## config.mk

```make
export PLATFORM = sky130hd
export DESIGN_NAME = packed_shift_subtract_unit
export DESIGN_NICKNAME = d
export VERILOG_FILES = /design/src/shared/pssu_pkg.sv /design/src/shared/exec_if.sv /design/src/hw/packed_shift_subtract_unit.sv /design/src/hw/lane_shifter.sv /design/src/hw/lane_subtractor.sv
export VERILOG_INCLUDE_DIRS = /design/src /design/src/shared
export SDC_FILE = /design/constraint.sdc
export NUM_CORES = 2
export LEC_CHECK = 0
export BUFFER_PORTS_ARGS = -buffer_cell sky130_fd_sc_hd__buf_4
export CAP_MARGIN = 30
export CORE_MARGIN = 2
export CORE_UTILIZATION = 33
export CTS_CLUSTER_DIAMETER = 120
export DETAILED_ROUTE_END_ITERATION = 7
export MAX_ROUTING_LAYER = met4
export PLACE_DENSITY = 0.54
export SLEW_MARGIN = 25
export SYNTH_ARGS = -nofsm -noshare
export SYNTH_HDL_FRONTEND = slang
export SYNTH_HIERARCHICAL = 1
export SYNTH_SLANG_ARGS = --single-unit
```

## constraint.sdc

```tcl
create_clock -name clk -period 5.64 [get_ports clk]
set_input_delay 0.564 -clock clk [delete_from_list [all_inputs] [get_ports clk]]
set_output_delay 0.564 -clock clk [all_outputs]
set_load 0.02 [all_outputs]
```

## src/shared/pssu_defines.svh

```systemverilog
// Constants of the packed shift and subtract datapath
// Operation
// RL1: Word arithmetic right shift keeps lane sign
// RL2: Dword logical right shift fills zeros
// RL3: Qword logical right shift fills zeros
// RL4: Word logical right shift fills zeros
// RL5: Register count: second register, result first
// RL6: Memory count: memory operand, reg field target
// RL7: Immediate count byte; reg selects, r/m target
// RL8: Byte subtract keeps low eight bits
// RL9: Dword subtract modulo two to thirty-two
// RL10: Signed byte subtract clamps to byte range
// RL11: Signed word subtract clamps to word range
// RL12: Unsigned byte subtract clamps negatives to zero
// RL13: Unsigned word subtract clamps underflow to zero
// RL14: Register subtract: second subtrahend, first destination
// RL15: Memory subtract: memory subtrahend, reg field target
// RL16: One clock latency, one per clock
// RL17: Oversized counts give zero or sign fill
`ifndef PSSU_DEFINES_SVH
`define PSSU_DEFINES_SVH
`define OPC_WORD_ARS 16'h0FE1
`define OPC_DWORD_LRS 16'h0FD2
`define OPC_QWORD_LRS 16'h0FD3
`define OPC_WORD_LRS 16'h0FD1
`define OPC_BYTE_WSUB 16'h0FF8
`define OPC_DWORD_WSUB 16'h0FFA
`define OPC_SBYTE_SSUB 16'h0FE8
`define OPC_SWORD_SSUB 16'h0FE9
`define OPC_UBYTE_SSUB 16'h0FD8
`define OPC_UWORD_SSUB 16'h0FD9
`define OPC_IMM_WORD 16'h0F71
`define OPC_IMM_DWORD 16'h0F72
`define OPC_IMM_QWORD 16'h0F73
`define GRP_ARITH_RIGHT 3'h4
`define GRP_LOGIC_RIGHT 3'h2
`define MOD_REG_FORM 2'h3
`define MODRM_MOD 7:6
`define MODRM_REG 5:3
`define MODRM_RM 2:0
`define WORD_CNT_LO 3:0
`define WORD_CNT_HI 63:4
`define DWORD_CNT_LO 4:0
`define DWORD_CNT_HI 63:5
`define QWORD_CNT_LO 5:0
`define QWORD_CNT_HI 63:6
`define SBYTE_MAX 8'h7F
`define SBYTE_MIN 8'h80
`define SWORD_MAX 16'h7FFF
`define SWORD_MIN 16'h8000
`define QWORD_ZERO 64'h0000_0000_0000_0000
`endif

```

## src/shared/pssu_pkg.sv

```systemverilog
// Types shared by the packed shift and subtract datapath
package pssu_pkg;
	typedef enum logic [3:0] {
		op_none = 4'b0000,
		op_word_ars = 4'b0001,
		op_dword_lrs = 4'b0010,
		op_qword_lrs = 4'b0011,
		op_word_lrs = 4'b0100,
		op_byte_wsub = 4'b0101,
		op_dword_wsub = 4'b0110,
		op_sbyte_ssub = 4'b0111,
		op_sword_ssub = 4'b1000,
		op_ubyte_ssub = 4'b1001,
		op_uword_ssub = 4'b1010
	} op_t;
	typedef logic [63:0] qword_t;
endpackage

```

## src/shared/exec_if.sv

```systemverilog
// Operand and result carrier between decode and the lane units
`timescale 1ns/100ps
`default_nettype none
interface exec_if (
	input wire logic clk,
	input wire logic rst_n
);
	import pssu_pkg::*;
	op_t op;
	qword_t dst_val;
	qword_t src_val;
	qword_t shift_res;
	qword_t sub_res;
	modport core (input clk, input rst_n, output op, output dst_val,
		output src_val, input shift_res, input sub_res);
	modport shifter (input clk, input rst_n, input op, input dst_val,
		input src_val, output shift_res);
	modport subber (input clk, input rst_n, input op, input dst_val,
		input src_val, output sub_res);
endinterface
`default_nettype wire

```

## src/hw/packed_shift_subtract_unit.sv

```systemverilog
// Packed shift and subtract execution unit with its register bank
`timescale 1ns/100ps
`default_nettype none
`include "pssu_defines.svh"
module packed_shift_subtract_unit import pssu_pkg::*; #(
	parameter int REG_COUNT = 8,
	parameter int DATA_W = 64
) (
	input wire logic clk,
	input wire logic rst_n,
	input wire logic issue_valid,
	input wire logic [15:0] opcode,
	input wire logic [7:0] modrm,
	input wire logic [7:0] imm_byte,
	input wire logic [63:0] mem_data,
	input wire logic load_valid,
	input wire logic [2:0] load_index,
	input wire logic [63:0] load_data,
	output logic result_valid,
	output logic [2:0] result_index,
	output logic [63:0] result_data,
	output logic fault
);
	// Width checks
	if (REG_COUNT != 8 || DATA_W != 64) begin : g_bad_param
		$error("packed unit needs eight 64-bit registers");
	end

	exec_if ex (.clk(clk), .rst_n(rst_n));

	qword_t regs_reg [REG_COUNT];
	qword_t regs_next [REG_COUNT];
	logic result_valid_reg;
	logic result_valid_next;
	logic [2:0] result_index_reg;
	logic [2:0] result_index_next;
	qword_t result_data_reg;
	qword_t result_data_next;
	logic fault_reg;
	logic fault_next;

	op_t op;
	logic legal;
	logic is_shift;
	logic imm_form;
	logic reg_form;
	logic [2:0] dest_idx;
	qword_t src_val;
	qword_t result;

	// Operand form from the mod field
	assign reg_form = modrm[`MODRM_MOD] == `MOD_REG_FORM;

	// Opcode decode
	always_comb begin
		op = op_none;
		imm_form = 1'b0;
		unique case (opcode)
			`OPC_WORD_ARS: op = op_word_ars; // RL1
			`OPC_DWORD_LRS: op = op_dword_lrs; // RL2
			`OPC_QWORD_LRS: op = op_qword_lrs; // RL3
			`OPC_WORD_LRS: op = op_word_lrs; // RL4
			`OPC_BYTE_WSUB: op = op_byte_wsub; // RL8
			`OPC_DWORD_WSUB: op = op_dword_wsub; // RL9
			`OPC_SBYTE_SSUB: op = op_sbyte_ssub; // RL10
			`OPC_SWORD_SSUB: op = op_sword_ssub; // RL11
			`OPC_UBYTE_SSUB: op = op_ubyte_ssub; // RL12
			`OPC_UWORD_SSUB: op = op_uword_ssub; // RL13
			`OPC_IMM_WORD: begin
				imm_form = 1'b1;
				if (reg_form && modrm[`MODRM_REG] == `GRP_ARITH_RIGHT) begin
					op = op_word_ars; // RL7
				end else if (reg_form &&
					modrm[`MODRM_REG] == `GRP_LOGIC_RIGHT) begin
					op = op_word_lrs; // RL7
				end
			end
			`OPC_IMM_DWORD: begin
				imm_form = 1'b1;
				if (reg_form && modrm[`MODRM_REG] == `GRP_LOGIC_RIGHT) begin
					op = op_dword_lrs; // RL7
				end
			end
			`OPC_IMM_QWORD: begin
				imm_form = 1'b1;
				if (reg_form && modrm[`MODRM_REG] == `GRP_LOGIC_RIGHT) begin
					op = op_qword_lrs; // RL7
				end
			end
			default: op = op_none;
		endcase
	end

	assign legal = op != op_none;
	assign is_shift = op == op_word_ars || op == op_word_lrs ||
		op == op_dword_lrs || op == op_qword_lrs;

	// Operand and target selection
	always_comb begin
		if (imm_form) begin
			dest_idx = modrm[`MODRM_RM]; // RL7
			src_val = {56'h0, imm_byte}; // RL7
		end else if (reg_form) begin
			dest_idx = modrm[`MODRM_REG]; // RL5 RL14
			src_val = regs_reg[modrm[`MODRM_RM]]; // RL5 RL14
		end else begin
			dest_idx = modrm[`MODRM_REG]; // RL6 RL15
			src_val = mem_data; // RL6 RL15
		end
	end

	// Lane units
	assign ex.op = op;
	assign ex.dst_val = regs_reg[dest_idx];
	assign ex.src_val = src_val;

	lane_shifter u_shift (.bus(ex.shifter));
	lane_subtractor u_sub (.bus(ex.subber));

	assign result = is_shift ? ex.shift_res : ex.sub_res;

	// Register bank and result next values; issue beats load
	always_comb begin
		for (int r = 0; r < REG_COUNT; r++) begin
			regs_next[r] = regs_reg[r];
		end
		if (load_valid) begin
			regs_next[load_index] = load_data;
		end
		result_valid_next = 1'b0;
		result_index_next = result_index_reg;
		result_data_next = result_data_reg;
		fault_next = 1'b0;
		if (issue_valid && legal) begin
			regs_next[dest_idx] = result; // RL16
			result_valid_next = 1'b1; // RL16
			result_index_next = dest_idx;
			result_data_next = result;
		end else if (issue_valid) begin
			fault_next = 1'b1;
		end
	end

	// State registers
	always_ff @(posedge clk or negedge rst_n) begin
		if (!rst_n) begin
			for (int r = 0; r < REG_COUNT; r++) begin
				regs_reg[r] <= `QWORD_ZERO;
			end
			result_valid_reg <= 1'b0;
			result_index_reg <= 3'h0;
			result_data_reg <= `QWORD_ZERO;
			fault_reg <= 1'b0;
		end else begin
			regs_reg <= regs_next;
			result_valid_reg <= result_valid_next;
			result_index_reg <= result_index_next;
			result_data_reg <= result_data_next;
			fault_reg <= fault_next;
		end
	end

	assign result_valid = result_valid_reg;
	assign result_index = result_index_reg;
	assign result_data = result_data_reg;
	assign fault = fault_reg;
endmodule
`default_nettype wire

```

## src/hw/lane_shifter.sv

```systemverilog
// Right shifts on word, dword and qword lanes
`timescale 1ns/100ps
`default_nettype none
`include "pssu_defines.svh"
module lane_shifter import pssu_pkg::*; (
	exec_if.shifter bus
);
	logic word_big;
	logic dword_big;
	logic qword_big;
	logic [63:0] ars_w;
	logic [63:0] lrs_w;
	logic [63:0] lrs_d;
	logic [63:0] lrs_q;
	logic [63:0] res;

	// Counts past the lane width
	assign word_big = |bus.src_val[`WORD_CNT_HI]; // RL17
	assign dword_big = |bus.src_val[`DWORD_CNT_HI]; // RL17
	assign qword_big = |bus.src_val[`QWORD_CNT_HI]; // RL17
	assign lrs_q = qword_big ? `QWORD_ZERO :
		bus.dst_val >> bus.src_val[`QWORD_CNT_LO]; // RL3

	// Per-lane word and dword shifters
	genvar i;
	generate
		for (i = 0; i < 4; i++) begin : g_word
			logic [15:0] ln;
			assign ln = bus.dst_val[i*16 +: 16];
			assign ars_w[i*16 +: 16] = word_big ? {16{ln[15]}} :
				16'($signed(ln) >>> bus.src_val[`WORD_CNT_LO]); // RL1
			assign lrs_w[i*16 +: 16] = word_big ? 16'h0000 :
				ln >> bus.src_val[`WORD_CNT_LO]; // RL4
		end
		for (i = 0; i < 2; i++) begin : g_dword
			assign lrs_d[i*32 +: 32] = dword_big ? 32'h0000_0000 :
				bus.dst_val[i*32 +: 32] >> bus.src_val[`DWORD_CNT_LO]; // RL2
		end
	endgenerate

	// Result select
	always_comb begin
		unique case (bus.op)
			op_word_ars: res = ars_w;
			op_word_lrs: res = lrs_w;
			op_dword_lrs: res = lrs_d;
			op_qword_lrs: res = lrs_q;
			default: res = `QWORD_ZERO;
		endcase
	end
	assign bus.shift_res = res;
endmodule
`default_nettype wire

```

## src/hw/lane_subtractor.sv

```systemverilog
// Wrap-around and saturating lane subtractions
`timescale 1ns/100ps
`default_nettype none
`include "pssu_defines.svh"
module lane_subtractor import pssu_pkg::*; (
	exec_if.subber bus
);
	logic [63:0] wb;
	logic [63:0] sb;
	logic [63:0] ub;
	logic [63:0] sw;
	logic [63:0] uw;
	logic [63:0] wd;
	logic [63:0] res;

	genvar i;
	generate
		// Byte lanes
		for (i = 0; i < 8; i++) begin : g_byte
			logic [8:0] ud;
			logic [8:0] sd;
			logic [7:0] a;
			logic [7:0] b;
			assign a = bus.dst_val[i*8 +: 8];
			assign b = bus.src_val[i*8 +: 8];
			assign ud = {1'b0, a} - {1'b0, b};
			assign sd = {a[7], a} - {b[7], b};
			assign wb[i*8 +: 8] = ud[7:0]; // RL8
			assign ub[i*8 +: 8] = ud[8] ? 8'h00 : ud[7:0]; // RL12
			assign sb[i*8 +: 8] = (sd[8] == sd[7]) ? sd[7:0] :
				(sd[8] ? `SBYTE_MIN : `SBYTE_MAX); // RL10
		end
		// Word lanes
		for (i = 0; i < 4; i++) begin : g_word
			logic [16:0] ud;
			logic [16:0] sd;
			logic [15:0] a;
			logic [15:0] b;
			assign a = bus.dst_val[i*16 +: 16];
			assign b = bus.src_val[i*16 +: 16];
			assign ud = {1'b0, a} - {1'b0, b};
			assign sd = {a[15], a} - {b[15], b};
			assign uw[i*16 +: 16] = ud[16] ? 16'h0000 : ud[15:0]; // RL13
			assign sw[i*16 +: 16] = (sd[16] == sd[15]) ? sd[15:0] :
				(sd[16] ? `SWORD_MIN : `SWORD_MAX); // RL11
		end
		// Dword lanes
		for (i = 0; i < 2; i++) begin : g_dword
			assign wd[i*32 +: 32] = bus.dst_val[i*32 +: 32] -
				bus.src_val[i*32 +: 32]; // RL9
		end
	endgenerate

	// Result select
	always_comb begin
		unique case (bus.op)
			op_byte_wsub: res = wb;
			op_dword_wsub: res = wd;
			op_sbyte_ssub: res = sb;
			op_sword_ssub: res = sw;
			op_ubyte_ssub: res = ub;
			op_uword_ssub: res = uw;
			default: res = `QWORD_ZERO;
		endcase
	end
	assign bus.sub_res = res;
endmodule
`default_nettype wire

```

Word level (Yosys, flattened, before mapping):

Cells that the tools add are included.

* $add $sub $neg: 26
* order comparisons: 5
* equality and inequality tests: 38
* shifts and indexed selects: 11
* mux-type cells: 76
* bitwise operators: 3
* reductions and logical operators: 13

Operator list (count)
* 512-bit bitwise mux: 2
* 512-bit 2-to-1 mux: 2
* 64-bit 2-to-1 mux: 10
* 64-bit binary-select mux with 3-bit select: 2
* 64-bit demux with 3-bit select: 2
* 64-bit case mux with 6 select lines: 1
* 16-bit 2-to-1 mux: 20
* 64-bit case mux with 4 select lines: 1
* 16-bit by 12-bit equality test with 1-bit output, second input constant: 13
* 8-bit 2-to-1 mux: 24
* 8-bit by 8-bit subtractor with 9-bit output: 16
* 16-bit by 16-bit subtractor with 17-bit output: 8
* 32-bit 2-to-1 mux: 2
* 16-bit by 4-bit right shift with 16-bit output: 4
* 32-bit by 5-bit right shift with 32-bit output: 2
* 64-bit by 6-bit right shift with 64-bit output: 1
* 16-bit by 4-bit >>> shifter with 16-bit output: 4
* 32-bit subtractor: 2
* 60-bit OR reduction: 1
* 59-bit OR reduction: 1
* 58-bit OR reduction: 1
* 4-bit case mux with 13 select lines: 1
* 4-bit by 3-bit equality test with 1-bit output, second input constant: 4
* 1-bit equality test: 12
* 16 further kinds: 36

* flip-flop bits (word level): 581

Depth between registers and ports, before layout:

* word-level depth: 15
* depth in mapped cells: 27
* depth with buffers taken out: 24

Cells and area by module:

Netlist, hierarchy kept.

Modules (own cells, without submodules)
* packed_shift_subtract_unit: instances 1, cells each 3929, area each 35908.2 sq um, sequential area each 14538.9 sq um
* lane_shifter: instances 1, cells each 956, area each 7211.9 sq um, sequential area each 0.0 sq um
* lane_subtractor: instances 1, cells each 1125, area each 7144.4 sq um, sequential area each 0.0 sq um

Least setup slack after synthesis:

OpenSTA, ideal clock, no wires.

* kind: input to register
* start: input port opcode[3]
* end: register regs_reg[476] (netlist bit)
* setup time: 0.142 ns
* data arrival time: 6.708 ns
* path slack: -1.210 ns
* cell stages on the path: 27
* buffers on the path: 6
* cell sequence: clkbuf_1 or4b_4 nor4_4 mux2_2 buf_2 clkbuf_1 clkbuf_1 nand2_1 a21oi_1 or4_1 inv_1 ha_1 inv_1 fa_1 a211oi_2 nor2_1 o41a_2 a31oi_4 buf_6 nor2_2 a31o_2 buf_2 a211o_1 a21oi_1 o21ai_1 mux2i_1 a21oi_1

RTL lines
* from (decl): RTL line packed_shift_subtract_unit.sv:12 `input wire logic [15:0] opcode,`
* to (signal, indexed assignment): RTL line packed_shift_subtract_unit.sv:148 `` regs_reg[r] <= `QWORD_ZERO; ``
* to (signal assigned): RTL line packed_shift_subtract_unit.sv:155 `regs_reg <= regs_next;`
* to (decl): RTL line packed_shift_subtract_unit.sv:31 `qword_t regs_reg [REG_COUNT];`

==> qor.log <==
[run_status] outcome finished with violations
[run_status] failing checks negative setup slack
[routing] number of vias in the routed layout 54,560
[logic_synthesis] number of synthesized flops with an enable pin 0
[routing] Routed Antenna Nets 0
[final_layout] number of fillers in the final layout 14,820
[setup_path] worst path buffer plus inverter count 10
[timing] transition time at the pin with the least slew margin 1.087 ns
[logic_synthesis] share of synthesized registers carrying an async set or reset 100.0%
[setup_path] crit end category flip-flop
[die] Core ar. 151,500 um2
[place] HPWL after detailed placement 178,400 um
[setup_path] data required time at the worst endpoint 6.21 ns
[routing] Via density 5.926
[timing] Hold Slack 0.1984 ns
[logic_synthesis] Post-Syn Nets 6,259
[clocking] number of clock buffers inserted by TritonCTS 74
[logic_synthesis] Syn Area/Cell 8.363 um2
[final_layout] ratio of cells with drive above 1 in the final layout 36.95%
[logic_synthesis] arithmetic-cell share of the synthesized area counting full adders, half adders and majority gates 2.200%
[logic_synthesis] Primary FF master, synth sky130_fd_sc_hd__dfrtp_1
[setup_path] Worst Reg-to-Reg Cells 16
[setup_path] maximum net fanout on the critical path 11
[logic_synthesis] dominant combinational cell family by area after synthesis compound AO/OA/AOI/OAI gates
[clocking] CTS tree built
[clocking] buffer type at the clock tree root sky130_fd_sc_hd__clkbuf_16
[setup_path] Worst Setup Start Kind primary input
[timing] number of hold-slack violations in the final timing report 0
[logic_synthesis] synthesized area 50,260 um2
[setup_path] critical path class primary input to flip-flop
[setup_path] cell occurring most often along the worst timing path sky130_fd_sc_hd__buf_12
[die] floorplan row count 143
[logic_synthesis] portion of the post-synthesis area used by sequential elements 28.92%
[final_layout] area grow syn2layout 35.86%
[grt] number of antenna violations at the first check in global routing 12
[setup_path] endpoint of the worst-slack reg-to-reg timing path regs_reg[460]
[place] total of buffers placed on input and output ports 235
[setup_path] Crit Reg-Reg Startpoint regs_reg[0]
[timing] Max Clock Skew 0.02678 ns
[logic_synthesis] portion of netlist area occupied by mux cells 22.55%
[grt] GRT Overall Usage 31.20%
[logic_synthesis] compound-gate portion of the synthesized area 22.67%
[final_layout] layout net count 7,359
[clocking] clock latency of the later-clocked register in the worst-skew pair 0.71 ns
[clocking] TritonCTS sink count 581
[setup_path] slowest stage cell, crit path sky130_fd_sc_hd__or4b_4
[die] initial core utilization 33.17%
[grt] wire length of the first global-routing pass 354,500 um
[die] Die Span X 394.3 um
[worst_hold_path] hold-critical path endpoint regs_reg[346]
[timing] setup-violating endpoint count in the final report 12
[timing] Max Clock Freq 0.1754 GHz
[timing] share of the clock period used by the worst path after layout 101.1%
[final_layout] max reg flops 512
[logic_synthesis] simple-gate share of the synthesized area 17.45%
[logic_synthesis] count of mapped cells out of synthesis 6,010
[logic_synthesis] synthesized flop and latch total 581
[die] Die ar. 155,500 um2
[final_layout] area used by multi-input combinational logic 34,990 um2
[clocking] maximum clock path buffer count 3
[timing] final critical delay including setup and external delays 5.701 ns
[timing] setup repair after global routing missed its margin true
[timing] worst slew margin relative to its limit 27.53%
[timing] crit path setup slack, layout -0.06055 ns
[grt] total overflow reported by the global router 0
[setup_path] biggest cell delay along the critical path 0.56 ns
[pwr] Peak supply drop 0.2017 mV
[clocking] maximum level of the CTS H-tree 3
[run] number of max-cap violations 0
[routing] total wire length after detailed routing 248,800 um
[pwr] power per cell area 303.1 nW/um2
[grt] pin count of the biggest net entering global routing 129
[setup_path] flop-to-flop setup slack 0.68 ns
[timing] sum of negative setup slack -0.4804 ns
[final_layout] commonest non-fill, non-tap cell in the layout sky130_fd_sc_hd__buf_4
[setup_path] CP top delay family simple AND/OR/NAND/NOR gates
[logic_synthesis] warnings from Yosys 6
[place] worst slack at placement -0.9695 ns
[clocking] clock-pin slew on the worst setup and hold paths 0.06 ns
[final_layout] highest-count cells in the layout ignoring fill and taps sky130_fd_sc_hd__buf_4 (1,368), sky130_fd_sc_hd__a21oi_1 (976), sky130_fd_sc_hd__nand2_1 (703), sky130_fd_sc_hd__nor2_1 (684), sky130_fd_sc_hd__dfrtp_1 (581)
[worst_hold_path] Worst Hold Path Cells 3
[routing] DRC 0
[place] gp weighted congestion 1.044
[die] number of top-level design ports 236
[die] Chip Height 394.3 um
[pwr] leakage power of the design 0.02994 uW
[timing] number of max-slew violations in the final report 0
[grt] number of global-route vias before repair 51,220
[worst_hold_path] min-delay worst type primary input to flip-flop
[logic_synthesis] post-synthesis xor/xnor area fraction 0.8190%
[logic_synthesis] Cell variety after synth 107
[final_layout] area of all sequential standard cells 14,540 um2
[setup_path] data arrival time of the critical path 6.27 ns
[routing] number of DRC markers in iteration 0 5,817
[routing] total iterations of the first detailed-routing run 6
[routing] post-detailed-route wirelength per cell 27.02 um
[worst_hold_path] hold path startpoint load_data[26]
==> stage by stage <==
| stage | util [%] | cell area, um2 | instances | power, uW |
|---|---|---|---|---|
| 5_1_grt | 45.06 | 68290 | 9204 | 21680 |
| 2_1_floorplan | - | 50760 | 6010 | 10730 |
| 3_3_place_gp | 41.76 | 63280 | 8958 | 14890 |
| 6_report | 45.06 | 68290 | 9206 | 20700 |
| 4_1_cts | 43.59 | 66060 | 9110 | 20000 |
| 3_5_place_dp | 41.77 | 63300 | 8959 | 14990 |
==> logic make-up after synthesis <==
| family | count (synthesis) |
|---|---|
| buf+inv | 652 |
| simple gates | 1941 |
| flops | 581 |
| xor+xnor | 47 |
| mux | 827 |
| fa+ha+maj | 84 |
| compound gates | 1878 |
==> synth_stat cells, types with 10 or more instances <==
master,count,area share (%)
sky130_fd_sc_hd__o31ai_1,17,0.25
sky130_fd_sc_hd__nand3_1,55,0.55
sky130_fd_sc_hd__mux2i_1,187,3.7
sky130_fd_sc_hd__clkbuf_1,297,2.2
sky130_fd_sc_hd__xor2_1,20,0.35
sky130_fd_sc_hd__nor3_1,39,0.39
sky130_fd_sc_hd__o221ai_1,20,0.35
sky130_fd_sc_hd__o21a_1,22,0.33
sky130_fd_sc_hd__ha_1,74,1.8
sky130_fd_sc_hd__a221o_1,15,0.30
sky130_fd_sc_hd__a211oi_1,208,3.1
sky130_fd_sc_hd__o21bai_1,23,0.34
sky130_fd_sc_hd__or2_2,12,0.15
sky130_fd_sc_hd__buf_1,80,0.60
sky130_fd_sc_hd__o2111ai_1,10,0.17
sky130_fd_sc_hd__nor2_1,692,5.2
sky130_fd_sc_hd__and4_1,13,0.23
sky130_fd_sc_hd__or3_1,13,0.16
sky130_fd_sc_hd__o22ai_1,38,0.47
sky130_fd_sc_hd__o211ai_1,43,0.64
sky130_fd_sc_hd__nand4_1,41,0.51
sky130_fd_sc_hd__a32oi_1,12,0.21
sky130_fd_sc_hd__and2_1,22,0.27
sky130_fd_sc_hd__or4_1,67,1.0
sky130_fd_sc_hd__inv_1,136,1.0
sky130_fd_sc_hd__mux4_2,189,8.5
sky130_fd_sc_hd__o2bb2ai_1,13,0.23
sky130_fd_sc_hd__o21ai_0,159,1.6
sky130_fd_sc_hd__a21oi_1,1051,10
sky130_fd_sc_hd__a221oi_1,16,0.28
sky130_fd_sc_hd__xnor2_1,27,0.47
sky130_fd_sc_hd__and3_1,11,0.14
sky130_fd_sc_hd__nand2_1,710,5.3
sky130_fd_sc_hd__a31oi_1,32,0.40
sky130_fd_sc_hd__a211o_1,20,0.35
sky130_fd_sc_hd__o21ai_1,17,0.17
sky130_fd_sc_hd__nand2b_1,23,0.29
sky130_fd_sc_hd__nor4_1,47,0.58
sky130_fd_sc_hd__a22o_1,10,0.17
sky130_fd_sc_hd__dfrtp_1,581,29
sky130_fd_sc_hd__mux2_2,439,9.8
sky130_fd_sc_hd__a21o_1,43,0.64
sky130_fd_sc_hd__buf_2,124,1.2
sky130_fd_sc_hd__o32ai_1,10,0.17
sky130_fd_sc_hd__nor2b_1,155,1.9
==> final cells by class <==
| type | count | share of cell area (%) |
|---|---|---|
| multi-input cells | 4783 | 51.24 |
| flip-flops and latches | 581 | 21.29 |
| repair buffers | 1533 | 19.40 |
| well taps | 2030 | 3.719 |
| clock buffers | 101 | 3.111 |
| inverters | 137 | 0.7658 |
| clock inverters | 29 | 0.4287 |
| diodes | 12 | 0.04397 |
==> metal layers <==
layer  part of all wire, %  track usage, %
met1                    43           42.34
met2                    45           47.01
met3                   8.2           5.066
met4                   3.2           10.85
met5                     0               -
==> worst reg2reg max path, cell delays in order, from the launching register on <==
cell and delay (ns):
sky130_fd_sc_hd__dfrtp_1 0.39, sky130_fd_sc_hd__mux4_2 0.47, sky130_fd_sc_hd__mux2i_1 0.37, sky130_fd_sc_hd__nor2_1 0.09, sky130_fd_sc_hd__a21oi_1 0.27, sky130_fd_sc_hd__o21ai_4 0.15
sky130_fd_sc_hd__buf_4 0.19, sky130_fd_sc_hd__buf_12 0.17, sky130_fd_sc_hd__buf_4 0.24, sky130_fd_sc_hd__mux4_2 0.50, sky130_fd_sc_hd__mux2_4 0.33, sky130_fd_sc_hd__mux2i_4 0.16
sky130_fd_sc_hd__a2bb2oi_2 0.30, sky130_fd_sc_hd__o32ai_1 0.21, sky130_fd_sc_hd__a2111o_1 0.52, sky130_fd_sc_hd__mux2i_4 0.34, sky130_fd_sc_hd__a21oi_2 0.11
==> how the worst max path moves through the flow <==
stage / depth (start not counted) / from / to / slack [ns]
final: 28 / opcode[3] / regs_reg[373] / -0.06
after global routing: 29 / opcode[14] / regs_reg[501] / -0.17
after CTS: 27 / opcode[13] / regs_reg[460] / 0.004
after detailed placement: 23 / opcode[2] / regs_reg[509] / -0.97
after global placement: 25 / opcode[2] / regs_reg[510] / -0.94
after floorplan: 25 / opcode[3] / regs_reg[135] / -0.55
==> report_power, final <==
part	switching (uW)	internal [uW]
Combinational	5200	4980
Sequential	665	4960
Clock	2090	2790
Total	7960	12700
==> repair_timing <==
action                     CTS  global route
buffers inserted            15            65
setup endpoints to repair  316           576
resized for setup           24           290
pin swaps                   11            48
hold endpoints to repair    53             0
cloned                       5            20
hold buffers                 1             0
Note: power is estimated with default switching activity, not from simulation.
